## config.mk

```make
export PLATFORM = sky130hd
export DESIGN_NAME = stc_tx_channel
export DESIGN_NICKNAME = d
export VERILOG_FILES = /design/src/rtl/stc_pkg.sv /design/src/rtl/stc_tx_channel.sv
export VERILOG_INCLUDE_DIRS = /design/src /design/src/rtl
export SDC_FILE = /design/constraint.sdc
export NUM_CORES = 1
export LEC_CHECK = 0
export BUFFER_PORTS_ARGS = -buffer_cell sky130_fd_sc_hd__buf_2
export CAP_MARGIN = 10
export CORE_ASPECT_RATIO = 0.5
export CORE_MARGIN = 4
export CORE_UTILIZATION = 55
export CTS_CLUSTER_DIAMETER = 150
export CTS_CLUSTER_SIZE = 24
export DETAILED_ROUTE_END_ITERATION = 6
export PLACE_DENSITY_LB_ADDON = 0.08
export SETUP_SLACK_MARGIN = 0.5
export SLEW_MARGIN = 20
export SYNTH_ARGS = -nofsm -noshare
export SYNTH_HDL_FRONTEND = slang
export SYNTH_SLANG_ARGS = --single-unit
```

## constraint.sdc

```tcl
create_clock -name clk_sys -period 3.55 [get_ports clk_sys]
set_clock_uncertainty 0.1 [all_clocks]
set_input_delay 0.5325 -clock clk_sys [delete_from_list [all_inputs] [get_ports clk_sys]]
set_output_delay 0.5325 -clock clk_sys [all_outputs]
set_load 0.02 [all_outputs]
```

## src/rtl/stc_regs.svh

```systemverilog
// register offsets, control fields, reset values and timing for the tx channel control
`ifndef STC_REGS_SVH
`define STC_REGS_SVH
`define STC_OFS_CTRL    8'h1c
`define STC_OFS_LEN     8'h20
`define STC_OFS_LEVEL   8'h24
`define STC_OFS_AE      8'h28
`define STC_OFS_THR     8'h2c
`define STC_OFS_RXCTRL  8'h34
`define STC_OFS_STATUS  8'h38
`define STC_B_RUN       0
`define STC_B_AUTOCLR   1
`define STC_B_DONE_EN   2
`define STC_B_AE_EN     3
`define STC_B_UNF_EN    4
`define STC_B_REVERSE   5
`define STC_B_LVL_EN    6
`define STC_B_BYTE_MODE 7
`define STC_B_MODE8     8
`define STC_B_MODE9     9
`define STC_B_MODE10    10
`define STC_B_PROBE     11
`define STC_RATE_LSB    16
`define STC_RATE_MSB    27
`define STC_S_DONE      0
`define STC_S_AE        1
`define STC_S_UNF       2
`define STC_S_LVL       3
`define STC_S_BUSY      4
`define STC_LEN_WORDS   29:0
`define STC_LEN_LAST    31:30
`define STC_RST_WORD    32'h0000_0000
`define STC_UART_BASE   4'ha
`define STC_UPL_BITS    4'h8
`endif

```

## src/rtl/stc_pkg.sv

```systemverilog
// types shared by the tx channel control
package stc_pkg;
  typedef struct packed {
    logic        wr;
    logic        rd;
    logic [7:0]  addr;
    logic [31:0] wdata;
  } stc_req_type;
  typedef enum logic [2:0] {
    ST_IDLE  = 3'b000,
    ST_HOLD  = 3'b001,
    ST_FETCH = 3'b011,
    ST_BYTE  = 3'b010,
    ST_SEND  = 3'b110,
    ST_DONE  = 3'b111
  } stc_state_type;
endpackage

```

## src/rtl/stc_tx_channel.sv

```systemverilog
// tx channel control: fifo, registers, sequencer, uart and bi-phase encoders
`timescale 1ns/1ps
`include "stc_regs.svh"

module stc_fifo #(
  parameter int W = 32,
  parameter int D = 4
) (
  // clock and reset
  input  wire logic                 clk_sys,
  input  wire logic                 sys_rst,
  // fill side
  input  wire logic                 in_valid,
  output logic                      in_ready,
  input  wire logic [W-1:0]         in_data,
  // drain side
  output logic                      out_valid,
  input  wire logic                 out_ready,
  output logic [W-1:0]              out_data,
  output logic [$clog2(D+1)-1:0]    level
);
  localparam int AW = $clog2(D);
  localparam int CW = $clog2(D+1);
  logic [W-1:0]  mem [D];
  logic [AW-1:0] wp_q;
  logic [AW-1:0] rp_q;
  logic [CW-1:0] cnt_q;
  logic          room_q;
  logic          empty_q;
  wire push = in_valid && room_q;
  wire pop  = out_ready && !empty_q;
  wire [CW-1:0] cnt_d = cnt_q + CW'(push) - CW'(pop);

  generate
    if (D < 2 || (1 << AW) != D)
    begin : g_chk
      $error("fifo depth must be a power of two, at least 2");
    end
  endgenerate

  always_ff @(posedge clk_sys)
  begin
    if (push)
      mem[wp_q] <= in_data;
  end

  always_ff @(posedge clk_sys)
  begin
    if (sys_rst)
    begin
      wp_q    <= '0;
      rp_q    <= '0;
      cnt_q   <= '0;
      room_q  <= 1'b1;
      empty_q <= 1'b1;
    end
    else
    begin
      wp_q    <= wp_q + AW'(push);
      rp_q    <= rp_q + AW'(pop);
      cnt_q   <= cnt_d;
      room_q  <= cnt_d != CW'(D);
      empty_q <= cnt_d == '0;
    end
  end

  assign in_ready  = room_q;
  assign out_valid = !empty_q;
  assign out_data  = mem[rp_q];
  assign level     = cnt_q;
endmodule // stc_fifo

// How it works
// - run enable starts the sequencer; while clear nothing new begins
// - start waits until summed fifo path count reaches the start threshold
// - with auto-clear the sequencer drops run enable after each transfer
// - each finished packet sets done status, interrupting when its enable is set
// - falling to or below almost-empty total sets a sticky status and interrupt
// - needing a word in packet mode while the fifo is empty sets sticky underflow
// - underflow interrupt is underflow status anded with its enable
// - byte lanes go low first, or high first when lane order reverses
// - while the path count is below almost-empty total, level interrupt asserts
// - single byte mode sends only the first lane of each word
// - single byte mode ignores packet length, sending as words arrive
// - packet mode sends exactly the programmed length back to back
// - on the uart channel the probe bit puts the divided clock on the line
// - bi-phase-level coding, one is high then low; invert flips the stream
// - uart sends two stop bits when selected, otherwise one
// - static idle holds the last bit, or zero at normal polarity
// - uart parity makes the count of ones odd or even as selected
// - free-wheel idle sends the 00110011 line pattern; static idle holds still
// - 12-bit rate field counts N cycles per half period of a square wave
// - each uplink bit takes two divided periods, one per half bit
// - packet length holds words in 29-0 and last-word bytes minus one in 31-30
// - the engine fifo occupancy is readable as a count
module stc_tx_channel #(
  parameter bit UPLINK = 1'b0,
  parameter int DEPTH  = 4
) (
  // clock and reset
  input  wire logic                 clk_sys,
  input  wire logic                 sys_rst,
  // register port
  input  wire stc_pkg::stc_req_type reg_req,
  output logic [31:0]               reg_rdata,
  output logic                      reg_rvalid,
  // upstream counts and data
  input  wire logic [15:0]          dma_count,
  input  wire logic                 s_valid,
  output logic                      s_ready,
  input  wire logic [31:0]          s_data,
  // line and interrupt
  output logic                      tx_line,
  output logic                      irq
);
  import stc_pkg::*;

  // ****************************************
  // registers
  // ****************************************
  logic [31:0]   ctrl_q;
  logic [31:0]   len_q;
  logic [31:0]   ae_q;
  logic [31:0]   thr_q;
  logic [31:0]   rxc_q;
  logic          st_done_q;
  logic          st_ae_q;
  logic          st_unf_q;
  logic          ae_le_q;
  logic [31:0]   rdata_q;
  logic          rvalid_q;
  logic          irq_q;
  stc_state_type state_q;
  logic          fvalid;
  logic [31:0]   fdata;
  logic [$clog2(DEPTH+1)-1:0] flevel;

  wire run       = ctrl_q[`STC_B_RUN];
  wire autoclr   = ctrl_q[`STC_B_AUTOCLR];
  wire reverse   = ctrl_q[`STC_B_REVERSE];
  wire byte_mode = ctrl_q[`STC_B_BYTE_MODE];
  wire parity_en = ctrl_q[`STC_B_MODE8];
  wire par_odd   = ctrl_q[`STC_B_MODE9];
  wire stop2     = ctrl_q[`STC_B_MODE10];
  wire static_md = ctrl_q[`STC_B_MODE8];
  wire hold_last = ctrl_q[`STC_B_MODE9];
  wire invert    = ctrl_q[`STC_B_MODE10];
  wire probe     = ctrl_q[`STC_B_PROBE] && !UPLINK;
  wire [11:0] rate = ctrl_q[`STC_RATE_MSB:`STC_RATE_LSB];

  wire wr_ctrl = reg_req.wr && reg_req.addr == `STC_OFS_CTRL;
  wire wr_len  = reg_req.wr && reg_req.addr == `STC_OFS_LEN;
  wire wr_ae   = reg_req.wr && reg_req.addr == `STC_OFS_AE;
  wire wr_thr  = reg_req.wr && reg_req.addr == `STC_OFS_THR;
  wire wr_rxc  = reg_req.wr && reg_req.addr == `STC_OFS_RXCTRL;
  wire wr_st   = reg_req.wr && reg_req.addr == `STC_OFS_STATUS;

  // path count: dma fifo, no external fifo, engine fifo
  wire [31:0] total  = 32'(dma_count) + 32'(flevel);
  wire ae_le         = total <= ae_q;
  wire lvl_now       = total < ae_q;
  wire in_done       = state_q == ST_DONE;
  wire unf_now       = state_q == ST_FETCH && !fvalid && !byte_mode && run;
  wire ae_edge       = ae_le && !ae_le_q;
  wire [31:0] status = {27'h0, state_q != ST_IDLE, lvl_now, st_unf_q, st_ae_q, st_done_q};

  wire [31:0] rd_mux =
    reg_req.addr == `STC_OFS_CTRL   ? ctrl_q :
    reg_req.addr == `STC_OFS_LEN    ? len_q :
    reg_req.addr == `STC_OFS_LEVEL  ? 32'(flevel) :
    reg_req.addr == `STC_OFS_AE     ? ae_q :
    reg_req.addr == `STC_OFS_THR    ? thr_q :
    reg_req.addr == `STC_OFS_RXCTRL ? rxc_q :
    reg_req.addr == `STC_OFS_STATUS ? status : `STC_RST_WORD;

  wire irq_d = (st_done_q && ctrl_q[`STC_B_DONE_EN])
            || (st_ae_q && ctrl_q[`STC_B_AE_EN])
            || (st_unf_q && ctrl_q[`STC_B_UNF_EN])
            || (lvl_now && ctrl_q[`STC_B_LVL_EN]);

  always_ff @(posedge clk_sys)
  begin
    if (sys_rst)
    begin
      ctrl_q <= `STC_RST_WORD;
      len_q  <= `STC_RST_WORD;
      ae_q   <= `STC_RST_WORD;
      thr_q  <= `STC_RST_WORD;
      rxc_q  <= `STC_RST_WORD;
    end
    else
    begin
      if (wr_ctrl)
        ctrl_q <= reg_req.wdata;
      else if (in_done && autoclr)
        ctrl_q[`STC_B_RUN] <= 1'b0;
      if (wr_len)
        len_q <= reg_req.wdata;
      if (wr_ae)
        ae_q <= reg_req.wdata;
      if (wr_thr)
        thr_q <= reg_req.wdata;
      if (wr_rxc)
        rxc_q <= reg_req.wdata;
    end
  end

  // sticky status: write one to clear, a new event wins
  always_ff @(posedge clk_sys)
  begin
    if (sys_rst)
    begin
      st_done_q <= 1'b0;
      st_ae_q   <= 1'b0;
      st_unf_q  <= 1'b0;
      ae_le_q   <= 1'b1;
      irq_q     <= 1'b0;
      rdata_q   <= `STC_RST_WORD;
      rvalid_q  <= 1'b0;
    end
    else
    begin
      st_done_q <= in_done || (st_done_q && !(wr_st && reg_req.wdata[`STC_S_DONE]));
      st_ae_q   <= ae_edge || (st_ae_q && !(wr_st && reg_req.wdata[`STC_S_AE]));
      st_unf_q  <= unf_now || (st_unf_q && !(wr_st && reg_req.wdata[`STC_S_UNF]));
      ae_le_q   <= ae_le;
      irq_q     <= irq_d;
      rdata_q   <= reg_req.rd ? rd_mux : rdata_q;
      rvalid_q  <= reg_req.rd;
    end
  end

  // ****************************************
  // engine fifo
  // ****************************************
  wire pop = state_q == ST_FETCH && fvalid && run;

  stc_fifo #(.W(32), .D(DEPTH)) u_fifo (
    .clk_sys   (clk_sys),
    .sys_rst   (sys_rst),
    .in_valid  (s_valid),
    .in_ready  (s_ready),
    .in_data   (s_data),
    .out_valid (fvalid),
    .out_ready (pop),
    .out_data  (fdata),
    .level     (flevel)
  );

  // ****************************************
  // rate divider
  // ****************************************
  logic [11:0] div_q;
  logic        sq_q;
  logic        tick_q;
  wire [11:0]  n_m1 = rate == 12'h000 ? 12'h000 : rate - 12'h001;
  wire         wrap = div_q >= n_m1;

  always_ff @(posedge clk_sys)
  begin
    if (sys_rst)
    begin
      div_q  <= 12'h000;
      sq_q   <= 1'b0;
      tick_q <= 1'b0;
    end
    else
    begin
      div_q  <= wrap ? 12'h000 : div_q + 12'h001;
      sq_q   <= wrap ? !sq_q : sq_q;
      tick_q <= wrap && !sq_q;
    end
  end

  // ****************************************
  // sequencer
  // ****************************************
  logic [29:0] words_q;
  logic [2:0]  bytes_q;
  logic [31:0] word_q;
  logic [11:0] sh_q;
  logic [3:0]  bits_q;
  logic        half_q;
  logic [1:0]  idle_q;
  logic        line_q;

  wire [7:0] lane    = reverse ? word_q[31:24] : word_q[7:0];
  wire [31:0] nxt_wd = reverse ? word_q << 8 : word_q >> 8;
  wire       par     = par_odd ? ~^lane : ^lane;
  wire [11:0] ufrm   = parity_en ? {2'b11, par, lane, 1'b0} : {3'b111, lane, 1'b0};
  wire [3:0] ubits   = `STC_UART_BASE + 4'(parity_en) + 4'(stop2);
  wire [7:0] rlane   = {<<{lane}};
  wire       last_w  = words_q == 30'h1;
  wire [2:0] nbytes  = byte_mode ? 3'h1 :
                       last_w ? 3'(len_q[`STC_LEN_LAST]) + 3'h1 : 3'h4;
  wire       bit_end = tick_q && (!UPLINK || half_q);
  wire       frm_end = state_q == ST_SEND && bit_end && bits_q == 4'h1;

  always_ff @(posedge clk_sys)
  begin
    if (sys_rst)
    begin
      state_q <= ST_IDLE;
      words_q <= 30'h0;
      bytes_q <= 3'h0;
      word_q  <= `STC_RST_WORD;
    end
    else
    begin
      case (state_q)
        ST_IDLE:
          if (run)
            state_q <= ST_HOLD;
        ST_HOLD:
          if (!run)
            state_q <= ST_IDLE;
          else if (total >= thr_q)
          begin
            words_q <= len_q[`STC_LEN_WORDS];
            state_q <= (!byte_mode && len_q[`STC_LEN_WORDS] == 30'h0) ? ST_DONE : ST_FETCH;
          end
        ST_FETCH:
          if (!run)
            state_q <= ST_IDLE;
          else if (fvalid)
          begin
            word_q  <= fdata;
            bytes_q <= nbytes;
            state_q <= ST_BYTE;
          end
        ST_BYTE:
          state_q <= ST_SEND;
        ST_SEND:
          if (frm_end)
          begin
            bytes_q <= bytes_q - 3'h1;
            word_q  <= nxt_wd;
            if (bytes_q > 3'h1 && run)
              state_q <= ST_BYTE;
            else if (!run)
              state_q <= ST_IDLE;
            else if (byte_mode || last_w)
              state_q <= ST_DONE;
            else
            begin
              words_q <= words_q - 30'h1;
              state_q <= ST_FETCH;
            end
          end
        ST_DONE:
          state_q <= ST_IDLE;
        default:
          state_q <= ST_IDLE;
      endcase
    end
  end

  // ****************************************
  // line encoder
  // ****************************************
  always_ff @(posedge clk_sys)
  begin
    if (sys_rst)
    begin
      sh_q   <= 12'h000;
      bits_q <= 4'h0;
      half_q <= 1'b0;
      idle_q <= 2'b00;
      line_q <= !UPLINK;
    end
    else if (state_q == ST_BYTE)
    begin
      sh_q   <= UPLINK ? {4'h0, rlane} : ufrm;
      bits_q <= UPLINK ? `STC_UPL_BITS : ubits;
      half_q <= 1'b0;
    end
    else if (probe)
      line_q <= sq_q;
    else if (tick_q && state_q == ST_SEND)
    begin
      if (UPLINK)
        line_q <= (sh_q[0] ^ half_q) ^ invert;
      else
        line_q <= sh_q[0];
      half_q <= UPLINK && !half_q;
      if (bit_end)
      begin
        sh_q   <= sh_q >> 1;
        bits_q <= bits_q - 4'h1;
      end
    end
    else if (tick_q)
    begin
      idle_q <= idle_q + 2'h1;
      if (!UPLINK)
        line_q <= 1'b1;
      else if (!static_md)
        line_q <= idle_q[1] ^ invert;
      else if (!hold_last)
        line_q <= invert;
    end
  end

  assign reg_rdata  = rdata_q;
  assign reg_rvalid = rvalid_q;
  assign tx_line    = line_q;
  assign irq        = irq_q;
endmodule // stc_tx_channel

```

; ---- After elaboration in Yosys (flattened, before gate mapping)
; Memory sizes are Yosys's and may differ from the RTL's. A register that Yosys moved wholly into a read port is not among the register bits.
; Index checks and enable logic that the tools add are counted.
[op_classes]
div = 0
reduce_logical = 63
n_addsub = 13
n_lt_le_gt_ge = 5
eq_ne = 27
n_mux = 56
multipliers = 0
bitwise_logic = 1
shifts = 0
[ops]
columns = cell, n
row1 = $mux 32, 10
row2 = $mux 30, 6
row3 = $pmux 32 s2, 1
row4 = $mux 12, 5
row5 = $pmux 30 s2, 1
row6 = $eq 8x6->1 const B, 6
row7 = $mux 3, 15
row8 = $ge 17x32->1, 1
row9 = $le 17x32->1, 1
row10 = $lt 17x32->1, 1
row11 = $eq 30x1->1 const B, 1
row12 = $logic_and 1x1->1, 30
row13 = $logic_not 30->1, 1
row14 = $sub 30x1->30 const B, 1
row15 = $ne 2x2->1 const B, 9
row16 = $add 16x3->17, 1
row17 = $mux 4, 4
row18 = $pmux 3 s5, 1
row19 = $add 12x1->12 const B, 1
row20 = $ge 12x12->1, 1
row21 = $logic_not 12->1, 1
row22 = $sub 12x1->12 const B, 1
row23 = $mux 10, 1
row24 = $reduce_bool 2->1, 5
row25 = other kinds (33), 60
[totals]
mem_count = 1
ramBits = 128
romBits = 0
ff_bits = 306
wordCells = 194
latch_bits = 0
out_inout_bits = 36
inputBits = 93
[mem_list]
columns = memory, depth, width, read_ports, rd_clocked_by_memory_dff, wr, line_no
row1 = u_fifo.mem, 4, 32, 1, 1, 1, stc_tx_channel.sv:24  ; logic [W-1:0] mem [D];

; ---- Logic depth before layout (Yosys ltp)
[depth]
ltp_word = 9
ltp_mapped = 19
ltp_nobuf = 17

; ---- Modules after synthesis
; Synthesis repeated with hierarchy kept, for this count alone.
[hier_totals]
cells_unflattened = 2214
area_unflattened_um2 = 20397.1
[by_module_without_submodules]
columns = module, area_each_um2, n_inst, cells_each, seq_area_each_um2
row1 = stc_tx_channel, 15334.7, 1, 2008, 5945.7
row2 = stc_fifo, 5062.4, 1, 206, 4023.9

; ---- Worst setup path after synthesis
; Ideal clock, no wire load.
[synth_path]
path_kind = input to register
startpoint = input dma_count[0]
endpoint = register words_q[4]
setup_ns = 0.117
t_required_ns = 3.333
path_buffers = 2
arrival_ns = 3.672
stages = 18
path_slack_ns = -0.339
path_cell_list = ha_1 inv_1 fa_1 inv_1 a21o_1 nand2b_1 or2_2 nor2_1 xor2_1 ha_1 nand2_1 o221ai_1 a2111oi_0 a31oi_1 o21a_1 buf_4 buf_4 a32o_1
[synth_between]
elab_chain_cells = 4
[synth_rtl]
columns = item, line_no
row1 = start: declaration, stc_tx_channel.sv:108  ; input wire logic [15:0] dma_count,
row2 = $add 16x3->17, stc_tx_channel.sv:159  ; wire [31:0] total = 32'(dma_count) + 32'(flevel);
row3 = $ge 17x32->1, stc_tx_channel.sv:317  ; else if (total >= thr_q)
row4 = $ne 2x2->1 (no line), -
row5 = $reduce_and 7->1 (no line), -
row6 = end signal: assignment, stc_tx_channel.sv:319  ; words_q <= len_q[`STC_LEN_WORDS];
row7 = end signal: assignment, stc_tx_channel.sv:346  ; words_q <= words_q - 30'h1;
row8 = end: declaration, stc_tx_channel.sv:278  ; logic [29:0] words_q;
; No other way between the ends.
; A chain may end at the register's enable or synchronous reset.

; ---- Worst setup path after layout
[layout_path]
startpoint = register u_fifo.cnt_q[0], in the netlist u_fifo.level[0]
endpoint = register words_q[28]
[layout_between]
elab_chain_cells = 4
[layout_rtl]
columns = item, line_no
row1 = start: declaration, stc_tx_channel.sv:27  ; logic [CW-1:0] cnt_q;
row2 = start signal: assignment, stc_tx_channel.sv:61  ; cnt_q <= cnt_d;
row3 = $add 16x3->17, stc_tx_channel.sv:159
row4 = $ge 17x32->1, stc_tx_channel.sv:317
row5 = $ne 2x2->1 (no line), -
row6 = $reduce_and 7->1 (no line), -
; No other way between the ends.

==> results by group <==
Power
  • Highest ir drop seen on vdd: around 0.00040 V
  • Power Density: just under 400 nW/µm²
  • Lkg Pwr: 7.83 nW

Finish
  • Post-route design area: 23200 µm²
  • Final core utilization: between 60 and 70%
  • Nets: about 2500
  • Reg area: about 10000 µm²
  • Fillers: 2981
  • Layout area overhead: 16.1%
  • Fin cells: 2805
  • Footprint of the multi-input gates: 9940 µm²
  • Share of layout cells above drive strength 1: 19.3%

Drt
  • TritonRoute pass-1 iters: 6
  • Routed WL: 56000 µm
  • Post-route ant nets: 0
  • Vias per inst: 5.97
  • Iteration-0 DRC Markers: 1801
  • DRC Markers: 0
  • Vias: roughly 17000
  • Wire per inst: 20.0 µm

Logic synthesis
  • Synth Area per Inst: 9.19 µm²
  • Cell area after synthesis: 20000 µm²
  • Syn. warnings: 0
  • Synth top area cells: dfxtp_1 (31%), edfxtp_1 (19%), nand2_1 (8.7%)
  • Distinct cells, synth: 73
  • Leading post-synthesis cells by instance count: nand2_1 (465), dfxtp_1 (306), a21oi_1 (267)
  • Most instantiated library cell after synthesis: nand2_1
  • Ys flop type: dfxtp_1
  • Share of the synthesized area in the top cell type: 30.6%
  • Post-synth EDFFs: 128
  • Synth area leader: dfxtp_1
  • Post-Syn Nets: 2337
  • FF+latch count, synth: roughly 430
  • Share of flip-flops with an asynchronous set or reset: 0%
  • Seq/Total Area, Yosys: 49.8%
  • Post-Synthesis Cells: roughly 2200

Critical path
  • CP Buf/Inv Count: 5
  • Startpoint Class: register
  • Critical-path top delay cell: or4_4
  • Critical Path Sink Type: register
  • Crit Path Max Fanout: 7
  • CP cell instances: ha_4 -> inv_2 -> fa_2 -> inv_2 -> a21o_1 -> nand2b_1 -> buf_4 -> xnor2_2 -> ha_1 -> and4_4 -> nand2_1 -> or4_4 -> a31oi_4 -> o21a_4 -> buf_12 -> buf_16 -> o21ai_1 -> a32o_1
  • Crit path max-delay family: compound AO/OA/AOI/OAI gates
  • Worst Path Arrival: 4050 ps
  • Slowest stage delay, CP: 430 ps
  • Worst path required time: 3910 ps
  • Worst path most repeated cell: inv_2
  • Critical path start-end classification: register to register

Floorplan
  • Initial Util: 55.7%
  • Die W: 278 µm
  • FP Rows: 49
  • Core outline area: 35900 µm²
  • Die Span Y: around 140 µm
  • # IOs: between 100 and 150
  • Die ar.: 39700 µm²

Place
  • IO Port Bufs: 128
  • Post-DP HPWL: roughly 39000 µm
  • GP Congestion: a little over 0.9
  • Placed cell count: 2743
  • Placed Area: 21800 µm²

Global route
  • First-pass GRT wire length: 87400 µm
  • Pin count of the biggest net entering global routing: roughly 120
  • Total track usage: 27.3%
  • Total grt overflow: 0
  • Antenna violations before repair: 3
  • Vias in the first global route: 15646

Status
  • Failing checks: negative setup slack
  • Outcome: complete, but fails checks

Run
  • # Max-Cap Violations: 0

Clock network
  • Worst-Skew Late Latency: about 550 ps
  • Clock Sinks: ~430
  • Hold buffers post-CTS: 0
  • CTS HTree Levels: 1
  • Num CTS Buffers: 22
  • CTS tree: built
  • CTS Root Cell: clkbuf_16
  • Clock Path Buffers: 3
  • Worst-path clk slew: 100 ps

STA
  • Final hold vios: 0
  • Worst-Margin Slew: between 800 and 900 ps
  • Unrepaired setup endpoints after global routing: true
  • Period Utilization, post-route: 104%
  • Slew headroom: about 46%
  • # setup viols final: 30
  • Fin Hold WS: 94.6 ps
  • Period minus WS final: 3690 ps
  • Peak Freq: 271 MHz
  • Setup TNS Final: -2640 ps
  • Post-route setup slack: -138 ps
  • Final slew viol count: 0

Worst hold path
  • Worst Hold Class: input port to register
==> flip-flops by register name (all words and copies together) (netlist names), 2 cells and up <==
signal        cells
u_fifo.rp_q       2
word_q           32
bytes_q           3
ae_q             32
bits_q            4
div_q            12
u_fifo.mem      128
words_q          30
rxc_q            32
thr_q            32
ctrl_q           32
len_q            32
reg_rdata        32
state_q           3
u_fifo.wp_q       2
u_fifo.level      3
sh_q             12
==> cell families (layout without fill, tap and decap cells) <==
group	after synthesis	in the layout	share of synthesized area [%]
AO/OA/AOI/OAI	535	535	16.7
XOR/XNOR	45	45	1.97
adder cells (fa/ha/maj)	65	65	4.14
buffers and inverters	210	349	4.15
flip-flops	434	434	49.8
multiplexers	60	60	5.00
other	0	3	0
AND/OR/NAND/NOR	830	830	18.2
==> per-stage QoR <==
step	power, mW	worst slack, ps
2_1_floorplan	5.87	-45.9
6_report	9.03	-138
3_3_place_gp	6.26	-738
4_1_cts	9.05	-247
3_5_place_dp	6.27	-855
5_1_grt	9.35	-265
==> cells in the final DEF, fill, tap and decap left out, types with 8 or more instances in the layout <==
cell type,instances
nand2_1,455
dfxtp_1,299
a21oi_1,241
edfxtp_1,128
buf_2,127
nor2_1,118
buf_4,103
nor3_1,60
ha_1,59
a22oi_1,57
inv_1,55
o211ai_1,45
nand3_1,34
o21ai_0,33
mux4_2,32
mux2i_1,27
xnor2_1,25
clkbuf_16,24
a211oi_1,21
nand4_1,19
and3_1,18
a21oi_2,17
xor2_1,16
nor4_1,16
nor2_4,13
buf_6,12
a21o_1,11
nor2b_1,11
a211oi_2,11
nor3b_1,11
a311oi_1,10
a21oi_4,9
buf_12,9
o21a_1,8
clkbuf_1,8
==> where the power goes <==
group	switching (mW)	internal, mW	total [mW]
logic	0.530	0.358	0.888
clock network	1.60	1.21	2.81
registers	0.0678	5.26	5.33
==> final cells by class <==
type                    instances  area share [%]
flip-flops and latches        434            42.9
well taps                     484            2.61
inverters                      60           0.969
clock buffers                  31            2.61
diodes                          3          0.0323
multi-input cells            1535            42.8
clock inverters                 1           0.129
repair buffers                257            7.96
==> what timing repair did <==
item	in CTS	in global routing
resized for setup	72	64
gates cloned	2	1
setup buffers	17	6
endpoints found under the setup margin	50	52
pin swaps	37	47
==> worst paths after layout <==
| kind | startpoint | endpoint | slack [ps] | cells after the start |
|---|---|---|---|---|
| max | u_fifo.level[0] | words_q[28] | -140 | 18 |
| min | s_data[1] | u_fifo.mem[3][1] | 90 | 1 |
| max reg2reg | u_fifo.level[0] | words_q[28] | -140 | 18 |
| min reg2reg | sh_q[1] | sh_q[0] | 350 | 2 |
==> layer usage <==
metal | wire length [µm] | GRT usage [%]
met1 | 25300 | 39.7
met2 | 25000 | 42.6
met3 | 4420 | 5.20
met4 | 1310 | 6.58
met5 | 0 | 0
Power figures use the tool's default switching activity.
